**config.mk**
```make
export PLATFORM = sky130hd
export DESIGN_NAME = eac_ctrl
export DESIGN_NICKNAME = d
export VERILOG_FILES = /design/src/rtl/eac_pkg.sv /design/src/rtl/eac_mem_if.sv /design/src/rtl/eac_array.sv /design/src/rtl/eac_ctrl.sv
export SDC_FILE = /design/constraint.sdc
export NUM_CORES = 2
export LEC_CHECK = 0
export BUFFER_PORTS_ARGS = -buffer_cell sky130_fd_sc_hd__buf_2
export CAP_MARGIN = 20
export CORE_ASPECT_RATIO = 1.25
export CORE_UTILIZATION = 42
export DETAILED_ROUTE_END_ITERATION = 8
export PLACE_DENSITY = 0.68
export SLEW_MARGIN = 20
export SYNTH_ARGS = -nofsm -noshare
export SYNTH_HDL_FRONTEND = slang
export SYNTH_SLANG_ARGS = --single-unit
```
**constraint.sdc**
```tcl
create_clock -name pclk -period 3.96 [get_ports pclk]
set_input_delay 0.396 -clock pclk [delete_from_list [all_inputs] [get_ports pclk]]
set_output_delay 0.396 -clock pclk [all_outputs]
set_load 0.005 [all_outputs]
```
**src/rtl/eac_pkg.sv**
```systemverilog
// Purpose: shared constants and types of the data eeprom access control block
// Assumes: apb slave with 32-bit data, 10 MHz pclk, byte-wide data array of 256 cells
// Notes:   every offset, field position, reset value and timing count lives here

package eac_pkg;

   // ---------------------------------------------------------------------
   // register byte offsets
   // ---------------------------------------------------------------------
   localparam logic [11:0] OFS_CONTROL = 12'h000;  // memory_control_reg
   localparam logic [11:0] OFS_UNLOCK  = 12'h004;  // unlock_key_port, write only
   localparam logic [11:0] OFS_ADDRESS = 12'h008;  // memory_address_reg
   localparam logic [11:0] OFS_DATA    = 12'h00c;  // memory_data_reg
   localparam logic [11:0] OFS_STATUS  = 12'h010;  // done flag, timer and busy status

   // ---------------------------------------------------------------------
   // field positions
   // ---------------------------------------------------------------------
   localparam int BIT_RD    = 0;  // read trigger
   localparam int BIT_WR    = 1;  // write trigger
   localparam int BIT_WRITE_ENABLE_BIT  = 2;  // write_enable_bit
   localparam int BIT_WRITE_ERROR_FLAG = 3;  // write_error_flag
   localparam int BIT_FREE  = 4;  // row erase enable
   localparam int BIT_CONFIG_SPACE_SELECT  = 6;  // config_space_select
   localparam int BIT_PSS   = 7;  // program_space_select
   localparam int BIT_DONE  = 0;  // write_done_flag in status
   localparam int BIT_PWRT  = 1;  // power-up timer running
   localparam int BIT_BUSY  = 2;  // self-timed write in progress

   // ---------------------------------------------------------------------
   // reset values and key values
   // ---------------------------------------------------------------------
   localparam logic [7:0] CONTROL_RST = 8'h00;
   localparam logic [7:0] ADDRESS_RST = 8'h00;
   localparam logic [7:0] DATA_RST    = 8'h00;
   localparam logic [7:0] KEY_FIRST   = 8'h55;
   localparam logic [7:0] KEY_SECOND  = 8'haa;

   // ---------------------------------------------------------------------
   // timing
   // ---------------------------------------------------------------------
   localparam int unsigned CLK_HZ       = 10_000_000;
   localparam int unsigned PWRT_MS      = 72;
   localparam int unsigned PWRT_CYCLES  = PWRT_MS * (CLK_HZ / 1000);
   localparam int unsigned WRITE_US     = 4000;
   localparam int unsigned WRITE_CYCLES = WRITE_US * (CLK_HZ / 1_000_000);
   localparam int          PWRT_W       = 20;
   localparam int          WRT_W        = 16;
   localparam int          ADDR_W       = 8;

   // ---------------------------------------------------------------------
   // unlock sequence tracker
   // ---------------------------------------------------------------------
   typedef enum logic [1:0] {
      UNL_IDLE  = 2'b00,
      UNL_FIRST = 2'b01,
      UNL_ARMED = 2'b10
   } eac_unlock_t;

endpackage

```
**src/rtl/eac_mem_if.sv**
```systemverilog
// Purpose: carrier between the control logic and the timed data array
// Assumes: one pclk domain
// Notes:   start is a one-cycle pulse, done a one-cycle pulse at write end

`timescale 1ns/1ps

interface eac_mem_if;
   logic [7:0] addr;
   logic [7:0] wdata;
   logic       start;
   logic [7:0] rdata;
   logic       busy;
   logic       done;

   modport ctrl  (output addr, output wdata, output start,
                  input  rdata, input busy, input done);
   modport array (input  addr, input wdata, input start,
                  output rdata, output busy, output done);
endinterface

```
**src/rtl/eac_array.sv**
```systemverilog
// Purpose: data eeprom cell array with a self-timed byte write
// Assumes: start only arrives while busy is low
// Notes:   cells are not reset, as a real nonvolatile array keeps its contents

`timescale 1ns/1ps

module eac_array
   import eac_pkg::*;
#(
   parameter int unsigned WRITE_LEN = WRITE_CYCLES
) (
   input wire logic  pclk,
   input wire logic  presetn,
   eac_mem_if.array  mem
);

   logic [7:0]       cells [256];
   logic             busy;
   logic             next_busy;
   logic [WRT_W-1:0] count;
   logic [WRT_W-1:0] next_count;
   logic [7:0]       wr_addr;
   logic [7:0]       next_wr_addr;
   logic [7:0]       wr_data;
   logic [7:0]       next_wr_data;
   logic             finish;

   // ---------------------------------------------------------------------
   // write timer
   // ---------------------------------------------------------------------
   // address and data are captured at start, so the cell written is the one asked for
   always_comb begin
      next_busy    = busy;
      next_count   = count;
      next_wr_addr = wr_addr;
      next_wr_data = wr_data;
      finish       = 1'b0;
      if (busy) begin
         if (count == '0) begin
            next_busy = 1'b0;
            finish    = 1'b1;
         end else begin
            next_count = count - 1'b1;
         end
      end else if (mem.start) begin
         next_busy    = 1'b1;
         next_count   = WRT_W'(WRITE_LEN - 1);
         next_wr_addr = mem.addr;
         next_wr_data = mem.wdata;
      end
   end

   always_ff @(posedge pclk or negedge presetn) begin
      if (!presetn) begin
         busy    <= 1'b0;
         count   <= '0;
         wr_addr <= 8'h00;
         wr_data <= 8'h00;
      end else begin
         busy    <= next_busy;
         count   <= next_count;
         wr_addr <= next_wr_addr;
         wr_data <= next_wr_data;
      end
   end

   // cell update happens only at the very end of the timed cycle
   always_ff @(posedge pclk) begin
      if (finish) begin
         cells[wr_addr] <= wr_data;
      end
   end

   assign mem.rdata = cells[mem.addr];
   assign mem.busy  = busy;
   assign mem.done  = finish;

endmodule

```
**src/rtl/eac_ctrl.sv**
```systemverilog
// Purpose: apb register front end and access control of the data eeprom
// Assumes: zero-wait apb slave; only byte lane 0 of pwdata is used
// Notes:   write and power-up times are parameters so a bench can shorten them
//
// Register access over APB and the register offsets are this design's own decisions.

`timescale 1ns/1ps

// Contract
// read trigger runs one cycle, self-clears
// software can only set read trigger
// read trigger refused while program select set
// read byte lands in data next cycle
// data keeps read value until replaced
// keys 55h then AAh before write trigger
// write trigger needs write enable already set
// hardware never clears write enable
// control, address, data frozen during write; a read triggered in the same control write still loads data mid-write
// write end clears trigger, sets done flag
// software clears the done flag itself
// write enable cleared at power-up
// no writes while power-up timer runs
// software loads address and data first
// software keeps key writes back to back
// software keeps write enable mostly clear
// error leaves program select, erase untouched
// program select zero means data eeprom
// config select zero means memory arrays
// write trigger stays set whole write
// key port unreadable; other access resets tracker
module eac_ctrl
   import eac_pkg::*;
#(
   parameter int unsigned PWRT_LEN  = PWRT_CYCLES,
   parameter int unsigned WRITE_LEN = WRITE_CYCLES
) (
   input  wire logic        pclk,
   input  wire logic        presetn,
   input  wire logic        psel,
   input  wire logic        penable,
   input  wire logic        pwrite,
   input  wire logic [11:0] paddr,
   input  wire logic [31:0] pwdata,
   input  wire logic [3:0]  pstrb,
   output logic      [31:0] prdata,
   output logic             pready,
   output logic             pslverr
);

   // ---------------------------------------------------------------------
   // state
   // ---------------------------------------------------------------------
   logic              ctl_pss;
   logic              ctl_config_space_select;
   logic              ctl_free;
   logic              ctl_write_error_flag;
   logic              ctl_write_enable_bit;
   logic              ctl_wr;
   logic              ctl_rd;
   logic [7:0]        addr_reg;
   logic [7:0]        data_reg;
   logic              done_flag;
   eac_unlock_t       unl;
   logic [PWRT_W-1:0] pwrt_cnt;
   logic              pwrt_busy;
   logic [31:0]       rdata_q;
   logic              slverr_q;

   logic              next_pss;
   logic              next_config_space_select;
   logic              next_free;
   logic              next_write_error_flag;
   logic              next_write_enable_bit;
   logic              next_wr;
   logic              next_rd;
   logic [7:0]        next_addr;
   logic [7:0]        next_data;
   logic              next_done;
   eac_unlock_t       next_unl;
   logic [PWRT_W-1:0] next_pwrt_cnt;
   logic              next_pwrt_busy;
   logic [31:0]       next_rdata;
   logic              next_slverr;

   logic              acc;
   logic              wr_acc;
   logic              start_write;
   logic              start_ok;
   logic              rd_ok;
   logic [7:0]        wbyte;

   eac_mem_if mem_bus ();

   // ---------------------------------------------------------------------
   // helpers
   // ---------------------------------------------------------------------
   // address decode, used for the error answer only; the read mux decodes paddr itself
   function automatic logic eac_mapped(input logic [11:0] a);
      return (a == OFS_CONTROL) || (a == OFS_UNLOCK) || (a == OFS_ADDRESS) ||
             (a == OFS_DATA) || (a == OFS_STATUS);
   endfunction

   function automatic logic [7:0] eac_control_byte(input logic pss, input logic config_space_select,
                                                   input logic free, input logic write_error_flag,
                                                   input logic write_enable_bit, input logic wr,
                                                   input logic rd);
      logic [7:0] v;
      v            = 8'h00;  // bit 5 reads as zero
      v[BIT_PSS]   = pss;
      v[BIT_CONFIG_SPACE_SELECT]  = config_space_select;
      v[BIT_FREE]  = free;
      v[BIT_WRITE_ERROR_FLAG] = write_error_flag;
      v[BIT_WRITE_ENABLE_BIT]  = write_enable_bit;
      v[BIT_WR]    = wr;
      v[BIT_RD]    = rd;
      return v;
   endfunction

   // ---------------------------------------------------------------------
   // apb handshake
   // ---------------------------------------------------------------------
   // zero wait states: every access phase completes at its first edge
   assign pready  = 1'b1;
   assign pslverr = slverr_q & psel & penable;
   assign prdata  = rdata_q;
   assign acc     = psel & penable;
   assign wr_acc  = acc & pwrite & pstrb[0];
   assign wbyte   = pwdata[7:0];

   // only the data eeprom is behind this block, so both selects must be zero
   assign rd_ok    = ~ctl_pss & ~ctl_config_space_select;
   // stored write enable is used, so setting it in the same write does not count
   assign start_ok = ctl_write_enable_bit & (unl == UNL_ARMED) & ~pwrt_busy & ~ctl_pss & ~ctl_config_space_select
                     & ~ctl_wr & ~mem_bus.busy;

   // ---------------------------------------------------------------------
   // register next values
   // ---------------------------------------------------------------------
   always_comb begin
      next_pss       = ctl_pss;
      next_config_space_select      = ctl_config_space_select;
      next_free      = ctl_free;
      next_write_error_flag     = ctl_write_error_flag;
      next_write_enable_bit      = ctl_write_enable_bit;
      next_wr        = ctl_wr;
      next_rd        = ctl_rd;
      next_addr      = addr_reg;
      next_data      = data_reg;
      next_done      = done_flag;
      start_write    = 1'b0;

      // a pending read finishes in the cycle after it was set
      if (ctl_rd) begin
         next_rd   = 1'b0;
         next_data = mem_bus.rdata;
      end

      // register writes; the frozen set is ignored while a write is timed
      if (wr_acc && !ctl_wr) begin
         unique case (paddr)
            OFS_CONTROL: begin
               next_pss   = wbyte[BIT_PSS];
               next_config_space_select  = wbyte[BIT_CONFIG_SPACE_SELECT];
               next_free  = wbyte[BIT_FREE];
               next_write_error_flag = wbyte[BIT_WRITE_ERROR_FLAG];
               next_write_enable_bit  = wbyte[BIT_WRITE_ENABLE_BIT];
               if (wbyte[BIT_RD] && rd_ok) begin
                  next_rd = 1'b1;
               end
               if (wbyte[BIT_WR] && start_ok) begin
                  next_wr     = 1'b1;
                  start_write = 1'b1;
               end
            end
            OFS_ADDRESS: next_addr = wbyte;
            OFS_DATA:    next_data = wbyte;
            default: ;
         endcase
      end else if (wr_acc && ctl_wr && paddr != OFS_STATUS) begin
         next_wr = ctl_wr;
      end

      // done flag: writing zero clears it, hardware set wins in the same cycle
      if (wr_acc && paddr == OFS_STATUS && !wbyte[BIT_DONE]) begin
         next_done = 1'b0;
      end
      // trigger held for the whole timed write, dropped only at its end;
      // write enable, program select and erase enable are left as they are
      if (mem_bus.done) begin
         next_wr   = 1'b0;
         next_done = 1'b1;
      end
   end

   always_ff @(posedge pclk or negedge presetn) begin
      if (!presetn) begin
         ctl_pss   <= CONTROL_RST[BIT_PSS];
         ctl_config_space_select  <= CONTROL_RST[BIT_CONFIG_SPACE_SELECT];
         ctl_free  <= CONTROL_RST[BIT_FREE];
         ctl_write_error_flag <= CONTROL_RST[BIT_WRITE_ERROR_FLAG];
         ctl_write_enable_bit  <= CONTROL_RST[BIT_WRITE_ENABLE_BIT];
         ctl_wr    <= CONTROL_RST[BIT_WR];
         ctl_rd    <= CONTROL_RST[BIT_RD];
         addr_reg  <= ADDRESS_RST;
         data_reg  <= DATA_RST;
         done_flag <= 1'b0;
      end else begin
         ctl_pss   <= next_pss;
         ctl_config_space_select  <= next_config_space_select;
         ctl_free  <= next_free;
         ctl_write_error_flag <= next_write_error_flag;
         ctl_write_enable_bit  <= next_write_enable_bit;
         ctl_wr    <= next_wr;
         ctl_rd    <= next_rd;
         addr_reg  <= next_addr;
         data_reg  <= next_data;
         done_flag <= next_done;
      end
   end

   // ---------------------------------------------------------------------
   // unlock tracker
   // ---------------------------------------------------------------------
   // any completed access other than the next expected key drops the sequence,
   // including the control write that consumes the armed state
   always_comb begin
      next_unl = unl;
      if (acc) begin
         if (pwrite && pstrb[0] && paddr == OFS_UNLOCK) begin
            unique case (unl)
               UNL_IDLE:  next_unl = (wbyte == KEY_FIRST) ? UNL_FIRST : UNL_IDLE;
               UNL_FIRST: next_unl = (wbyte == KEY_SECOND) ? UNL_ARMED :
                                     (wbyte == KEY_FIRST) ? UNL_FIRST : UNL_IDLE;
               UNL_ARMED: next_unl = (wbyte == KEY_FIRST) ? UNL_FIRST : UNL_IDLE;
               default:   next_unl = UNL_IDLE;
            endcase
         end else begin
            next_unl = UNL_IDLE;
         end
      end
   end

   always_ff @(posedge pclk or negedge presetn) begin
      if (!presetn) begin
         unl <= UNL_IDLE;
      end else begin
         unl <= next_unl;
      end
   end

   // ---------------------------------------------------------------------
   // power-up timer
   // ---------------------------------------------------------------------
   // counts once after reset release; writes stay blocked until it expires
   always_comb begin
      next_pwrt_cnt  = pwrt_cnt;
      next_pwrt_busy = pwrt_busy;
      if (pwrt_busy) begin
         if (pwrt_cnt == '0) begin
            next_pwrt_busy = 1'b0;
         end else begin
            next_pwrt_cnt = pwrt_cnt - 1'b1;
         end
      end
   end

   always_ff @(posedge pclk or negedge presetn) begin
      if (!presetn) begin
         pwrt_cnt  <= PWRT_W'(PWRT_LEN - 1);
         pwrt_busy <= 1'b1;
      end else begin
         pwrt_cnt  <= next_pwrt_cnt;
         pwrt_busy <= next_pwrt_busy;
      end
   end

   // ---------------------------------------------------------------------
   // read data path
   // ---------------------------------------------------------------------
   // captured in the setup phase so prdata comes straight from a flop; the
   // values the registers take at this edge are shown (the power-up timer bit aside), so a read issued right
   // after a read trigger already sees the fresh byte
   always_comb begin
      next_rdata  = rdata_q;
      next_slverr = slverr_q;
      if (psel && !penable) begin
         next_slverr = ~eac_mapped(paddr);
         next_rdata  = 32'h0000_0000;
         if (!pwrite) begin
            unique case (paddr)
               OFS_CONTROL: next_rdata[7:0] = eac_control_byte(next_pss, next_config_space_select, next_free,
                                                               next_write_error_flag, next_write_enable_bit, next_wr,
                                                               next_rd);
               OFS_ADDRESS: next_rdata[7:0] = addr_reg;
               OFS_DATA:    next_rdata[7:0] = next_data;
               OFS_STATUS: begin
                  next_rdata[BIT_DONE] = next_done;
                  next_rdata[BIT_PWRT] = pwrt_busy;
                  next_rdata[BIT_BUSY] = next_wr;
               end
               default: next_rdata = 32'h0000_0000;  // key port and holes read zero
            endcase
         end
      end
   end

   always_ff @(posedge pclk or negedge presetn) begin
      if (!presetn) begin
         rdata_q  <= 32'h0000_0000;
         slverr_q <= 1'b0;
      end else begin
         rdata_q  <= next_rdata;
         slverr_q <= next_slverr;
      end
   end

   // ---------------------------------------------------------------------
   // array
   // ---------------------------------------------------------------------
   // address and data registers feed the array; frozen during a write unless a read was triggered along with it
   assign mem_bus.addr  = addr_reg;
   assign mem_bus.wdata = data_reg;
   assign mem_bus.start = start_write;

   eac_array #(
      .WRITE_LEN (WRITE_LEN)
   ) u_array (
      .pclk    (pclk),
      .presetn (presetn),
      .mem     (mem_bus.array)
   );

endmodule

```
Word-level counts from Yosys, hierarchy flattened --
Memory sizes are Yosys's and may differ from the RTL's. Index checks and enable logic that the tools add are counted.
Cells by class: reduce and logical (&&, ||, !) cells 25, equality and inequality tests 9, bitwise operators 19, add/subtract/negate cells 2, multiplexer cells 44
Operator list (count):
- $mux W16 | 3
- $mux W1 | 32
- $mux W8 | 4
- $eq A12 B4 Y1 const B | 2
- $logic_not A20 Y1 | 1
- $sub A20 B1 Y20 const B | 1
- $logic_not A16 Y1 | 1
- $sub A16 B1 Y16 const B | 1
- $pmux W5 S3 | 1
- $and A1 B1 Y1 | 12
- $eq A12 B3 Y1 const B | 1
- $eq A12 B5 Y1 const B | 1
- $logic_not A12 Y1 | 1
- $pmux W3 S4 | 1
- $eq A8 B7 Y1 const B | 1
- $eq A8 B8 Y1 const B | 1
- $logic_and A1 B1 Y1 | 8
- $reduce_and A2 Y1 | 4
- $not A1 Y1 | 7
- $logic_or A1 B1 Y1 | 4
- $mux W2 | 2
- $pmux W2 S2 | 1
- $logic_not A1 Y1 | 3
- $eq A2 B1 Y1 const B | 1
- other kinds (5) | 5
Word-level totals: flip-flop bits (word level) 113, memories kept 1, memory bits (writable) 2048, logic and storage cells 119
Memories:
- u_array.cells | depth 256, bits a word 8, read ports 1, clocked after Yosys merged registers in 0, write ports 1, RTL line eac_array.sv:17 | logic [7:0] cells [256];

Depth between registers and ports, before layout --
depth in word-level cells 14, gate-level depth with buffers 13

Cells and area by module --
Synthesis repeated with hierarchy kept, for this count alone.
Unflattened totals: cell total of the unflattened synthesis 4215, area total of the unflattened synthesis 83876.7 µm²
Modules (own cells, without submodules):
- eac_array | seq. area each 62324.8 µm², instances 1, cells each 3921, area an instance 80758.7 µm²
- eac_ctrl | seq. area each 1421.4 µm², instances 1, cells each 294, area an instance 3118.0 µm²

Worst setup path after synthesis --
No wires, ideal clock.
path kind reg-to-reg, start point register u_array.wr_data[0], end point memory u_array.cells[0][0], data pin, stages on the path, launching flop included 1, data required time 3156 ps, arrival 3183 ps, setup slack -27 ps, setup time 804 ps, cell sequence dfrtp_1
RTL lines:
- from (decl) | RTL line eac_array.sv:24 | logic [7:0] wr_data;
- from (signal assigned) | RTL line eac_array.sv:63 | wr_data <= next_wr_data;
- to (decl) | RTL line eac_array.sv:17
Straight into the memory's write port.

Final worst setup path --
start point register addr_reg[2], end point register rdata_q[1], in the netlist prdata[1]
On the way: word-level cells in the longest chain between the ends 6
RTL lines:
- from (decl) | RTL line eac_ctrl.sv:60 | logic [7:0] addr_reg;
- from (signal assigned) | RTL line eac_ctrl.sv:215 | addr_reg <= next_addr;
- $mem_v2 Z256 W8 *
- $mux W8 * | RTL line eac_ctrl.sv:153 | if (ctl_rd) begin
- $mux W8 | RTL line eac_ctrl.sv:160 | unique case (paddr)
- $mux W8 * | RTL line eac_ctrl.sv:159 | if (wr_acc && !ctl_wr) begin
- $pmux W3 S4 * | RTL line eac_ctrl.sv:290 | unique case (paddr)
- $mux W8 * | RTL line eac_ctrl.sv:289 | if (!pwrite) begin
- to (signal assigned) | RTL line eac_ctrl.sv:312 | rdata_q <= next_rdata;
- to (decl) | RTL line eac_ctrl.sv:66 | logic [31:0] rdata_q;
Mark *: on every way between the ends. The rest lies on a longest branch, timed or not. A chain may end at the register's enable or synchronous reset.

==> summary.md <==
| Metric | Value |
|---|---|
| Run status | `finished with violations` |
| Failing checks | `negative setup slack` |
| Fmax | `~0.25 GHz` |
| Residual DRC | `0` |
| Clock Skew | `0.0262 ns` |
| Die height | `501 um` |
| Root Driver | `clkbuf_16` |
| Start of the worst register-to-register path | `addr_reg[2]` |
| Vias in the first global route | `45700` |
| Max IR drop VDD | `0.336 mV` |
| Fin crit period | `between 3 and 4 ns` |
| CP startpoint | `addr_reg[2]` |
| Synth Cell Area | `0.0835 mm^2` |
| Synth unique cells | `76` |
| Total power | `42.4 mW` |
| FF+latch area | `0.0638 mm^2` |
| Global-route wire length before repair | `336 mm` |
| Hold path cells | `4` |
| Mapped Cells | `4313` |
| Pre-CTS setup slack | `-0.189 ns` |
| Die ar. | `0.201 mm^2` |
| Worst slew pin tran | `1.06 ns` |
| DR iter-0 viols | `6644` |
| Hold Vio Cnt, Final | `0` |
| Critical path startpoint category | `register` |
| Post-DRT Antenna Nets | `0` |
| Fin Hold WS | `0.0790 ns` |
| Pre-Repair DR Iteration Count | `9` |
| Clk_lat worst skew | `about 0.84 ns` |
| Multi-input gate area | `0.0186 mm^2` |
| Wire per inst | `31.1 um` |
| Final instance area | `0.0972 mm^2` |
| GR Util met2 | `38.2%` |
| TritonCTS buffer count | `188` |
| Port Buffers | `34` |
| Crit end category | `register` |
| Largest net degree at the start of global routing | `170` |
| Remaining Overflow, GRT | `0` |
| Post-synth ARST share | `4.16%` |
| CTS Buffer Depth | `3` |
| Core area | `0.197 mm^2` |
| Nets | `4976` |
| Area fraction of the dominant cell type after synthesis | `approximately three quarters` |
| Critical Path Sink | `prdata[1]` |
| Leading area contributor after synthesis | `edfxtp_1` |
| CTS clk-pin slew, worst paths | `0.06 ns` |
| HP Class | `input pin to register` |
| Biggest register | `u_array.cells` |
| Reg2Reg Setup Slack | `-0.04 ns` |
| Area Overhead vs Synth | `16.4%` |
| Final period utilization | `101%` |
| GRT met1 Usage | `29.4%` |
| Initial antenna violation count | `8` |
| Fraction of layout cells with a size suffix above 1 | `about 28%` |
| Setup ws final | `-0.0375 ns` |
| Met3 Track Usage GR | `4.00%` |
| Post-synth EDFFs | `between 2000 and 2500` |
| Vias | `46400` |
| RSZ-0062 raised after global routing | `no` |
| Util after Layout | `49.3%` |
| Max-Cap Viols | `0` |
| Fillcell total | `15800` |
| Vias per Instance | `6.06` |
| Detailed placement HPWL | `roughly 160 mm` |
| Reg2reg end | `prdata[1]` |
| Seq/Total Area, Yosys | `roughly three quarters` |
| Max FFs per register | `2048` |
| Crit path required time | `~4.7 ns` |
| Leakage | `26.7 nW` |
| Global-route usage over all layers | `23.5%` |
| Avg Synthesized Cell Area | `19.4 um^2` |
| Crit Path Class | `register to register` |
| PD cells | `436 mW/mm^2` |
| H-tree Lvls | `4` |
| I/O pins | `87` |
| Placed cell areas | `between 0.09 and 0.1 mm^2` |
| Gpl congestion | `0.958` |
| Grt peak-use layer | `met2` |
| Count of pins over their slew limit | `0` |
| Row count | `about 180` |
| Width of the die | `401 um` |
| CTS tree | `yes` |
| Final setup vio count | `1` |
| Drt total wl | `238 mm` |
| Sink Count | `approximately 2100` |
| Yosys reg bits | `2137` |
| Critical Path Fanout Max | `32` |
| Ys flop type | `edfxtp_1` |
| YS warnings | `0` |
| WP data arrival | `4.73 ns` |
| Max-Slew Margin vs Limit | `29.5%` |
| Worst reg-to-reg path cell count | `9` |
| Biggest regs | `u_array.cells x2048, pwrt_cnt x20, u_array.count x16` |
| Synth top area cells | `edfxtp_1 74%, mux4_2 11%, mux2i_1 2.7%` |
| Initial Util | `42.4%` |
==> cell families (layout without fill, tap and decap cells) <==
group,Yosys count,count (layout),synth area share [%]
flops,2137,2137,76.3
simple gates,768,768,4.16
mux,649,649,14.0
compound gates,437,437,3.65
buf+inv,289,1022,1.57
xor+xnor,29,29,0.304
fa+ha+maj,2,2,0.0300
other cells,2,29,0.00899
==> cell type report <==
cell class                 instances  area share, %
tap                             2576           3.31
antenna                            4         0.0103
clock inverter                    93          0.845
timing repair buffer             663           5.73
multi-input combinational       1910           19.2
sequential                      2137           65.6
inverter                          21         0.0811
clock buffer                     245           5.26
==> power breakdown <==
part | internal (mW) | switching, mW
Clock | 9.78 | 8.10
Combinational | 0.0354 | 0.0702
Sequential | 24.4 | 0.00157
Total | 34.2 | 8.18
==> how the worst min path moves through the flow <==
stage / startpoint / end / slack [ns]
floorplan: presetn / addr_reg[0] / 0.10
global placement: pwrt_cnt[9] / pwrt_cnt[9] / 0.45
detailed placement: pwrt_cnt[9] / pwrt_cnt[9] / 0.45
CTS: pwrite / done_flag / 0.01
global route: pwrite / done_flag / 0.11
finish: pwrite / done_flag / 0.08
==> critical path: stages, from the launching register on <==
cell and delay, ns:
dfrtp_4 0.91, nor2b_2 0.13, nand2_1 0.50, o22ai_1 0.23
nor4_1 0.81, nor3_1 0.13, nor4_2 0.59, buf_4 0.23
a211oi_1 0.11, o21ai_0 0.20
==> metrics by stage <==
stage                     instances  TNS [ns]
final                          7649   -0.0375
after global routing           7646         0
after CTS                      7633         0
after detailed placement       7281    -0.292
after global placement         7281    -0.359
after floorplan                4336         0
==> per-layer routing <==
layer | vias up | wire (um) | part of all wire (%)
met4 | 8 | 16900 | 7.1
met3 | 626 | 22100 | 9.3
met2 | 2848 | 114000 | 48
met1 | 24100 | 84700 | 36
met5 | - | 49 | 0.021
li1 | 18800 | - | -
==> cells in the final DEF, fill, tap and decap left out, types with 49 or more instances in the layout <==
cell       count
nor2_1       330
buf_4        565
dfrtp_1       59
a22oi_1      125
a21oi_1       52
nand2_1      185
edfxtp_1    2048
clkbuf_16    195
mux2i_1      224
o21ai_0       54
o22ai_1       55
nand3_1       49
mux4_2       412
buf_12        51
==> synth_stat cells (6+ instances only) <==
cell / instances
nand3_1: 49
or4_1: 8
nor2b_1: 23
and2_1: 8
buf_4: 30
nand2b_1: 16
edfxtp_1: 2048
xnor2_1: 12
a22oi_1: 125
nand4_1: 36
a21oi_1: 52
o2111ai_1: 7
a221oi_1: 13
o211ai_1: 14
a211oi_1: 31
or3_1: 7
xor2_1: 17
mux2_2: 12
buf_1: 26
o221ai_1: 6
o21ai_0: 54
nor2_1: 334
buf_2: 94
a22o_1: 12
dfstp_2: 16
and3_1: 12
inv_1: 19
mux4_2: 412
o22ai_1: 55
a31oi_1: 21
a2111oi_0: 8
nand2_1: 185
dfrtp_1: 73
nor3_1: 42
clkbuf_1: 118
mux2i_1: 224
nor4_1: 21
==> repair_timing <==
| item | in CTS | in global routing |
|---|---|---|
| endpoints found under the hold margin | 66 | 0 |
| gates resized for setup | 1 | 1 |
| gates cloned | 0 | 0 |
| buffers inserted | 0 | 11 |
| endpoints found under the setup margin | 2 | 2 |
| hold buffers | 14 | 0 |
No activity file was read; power rests on OpenSTA's default activity.
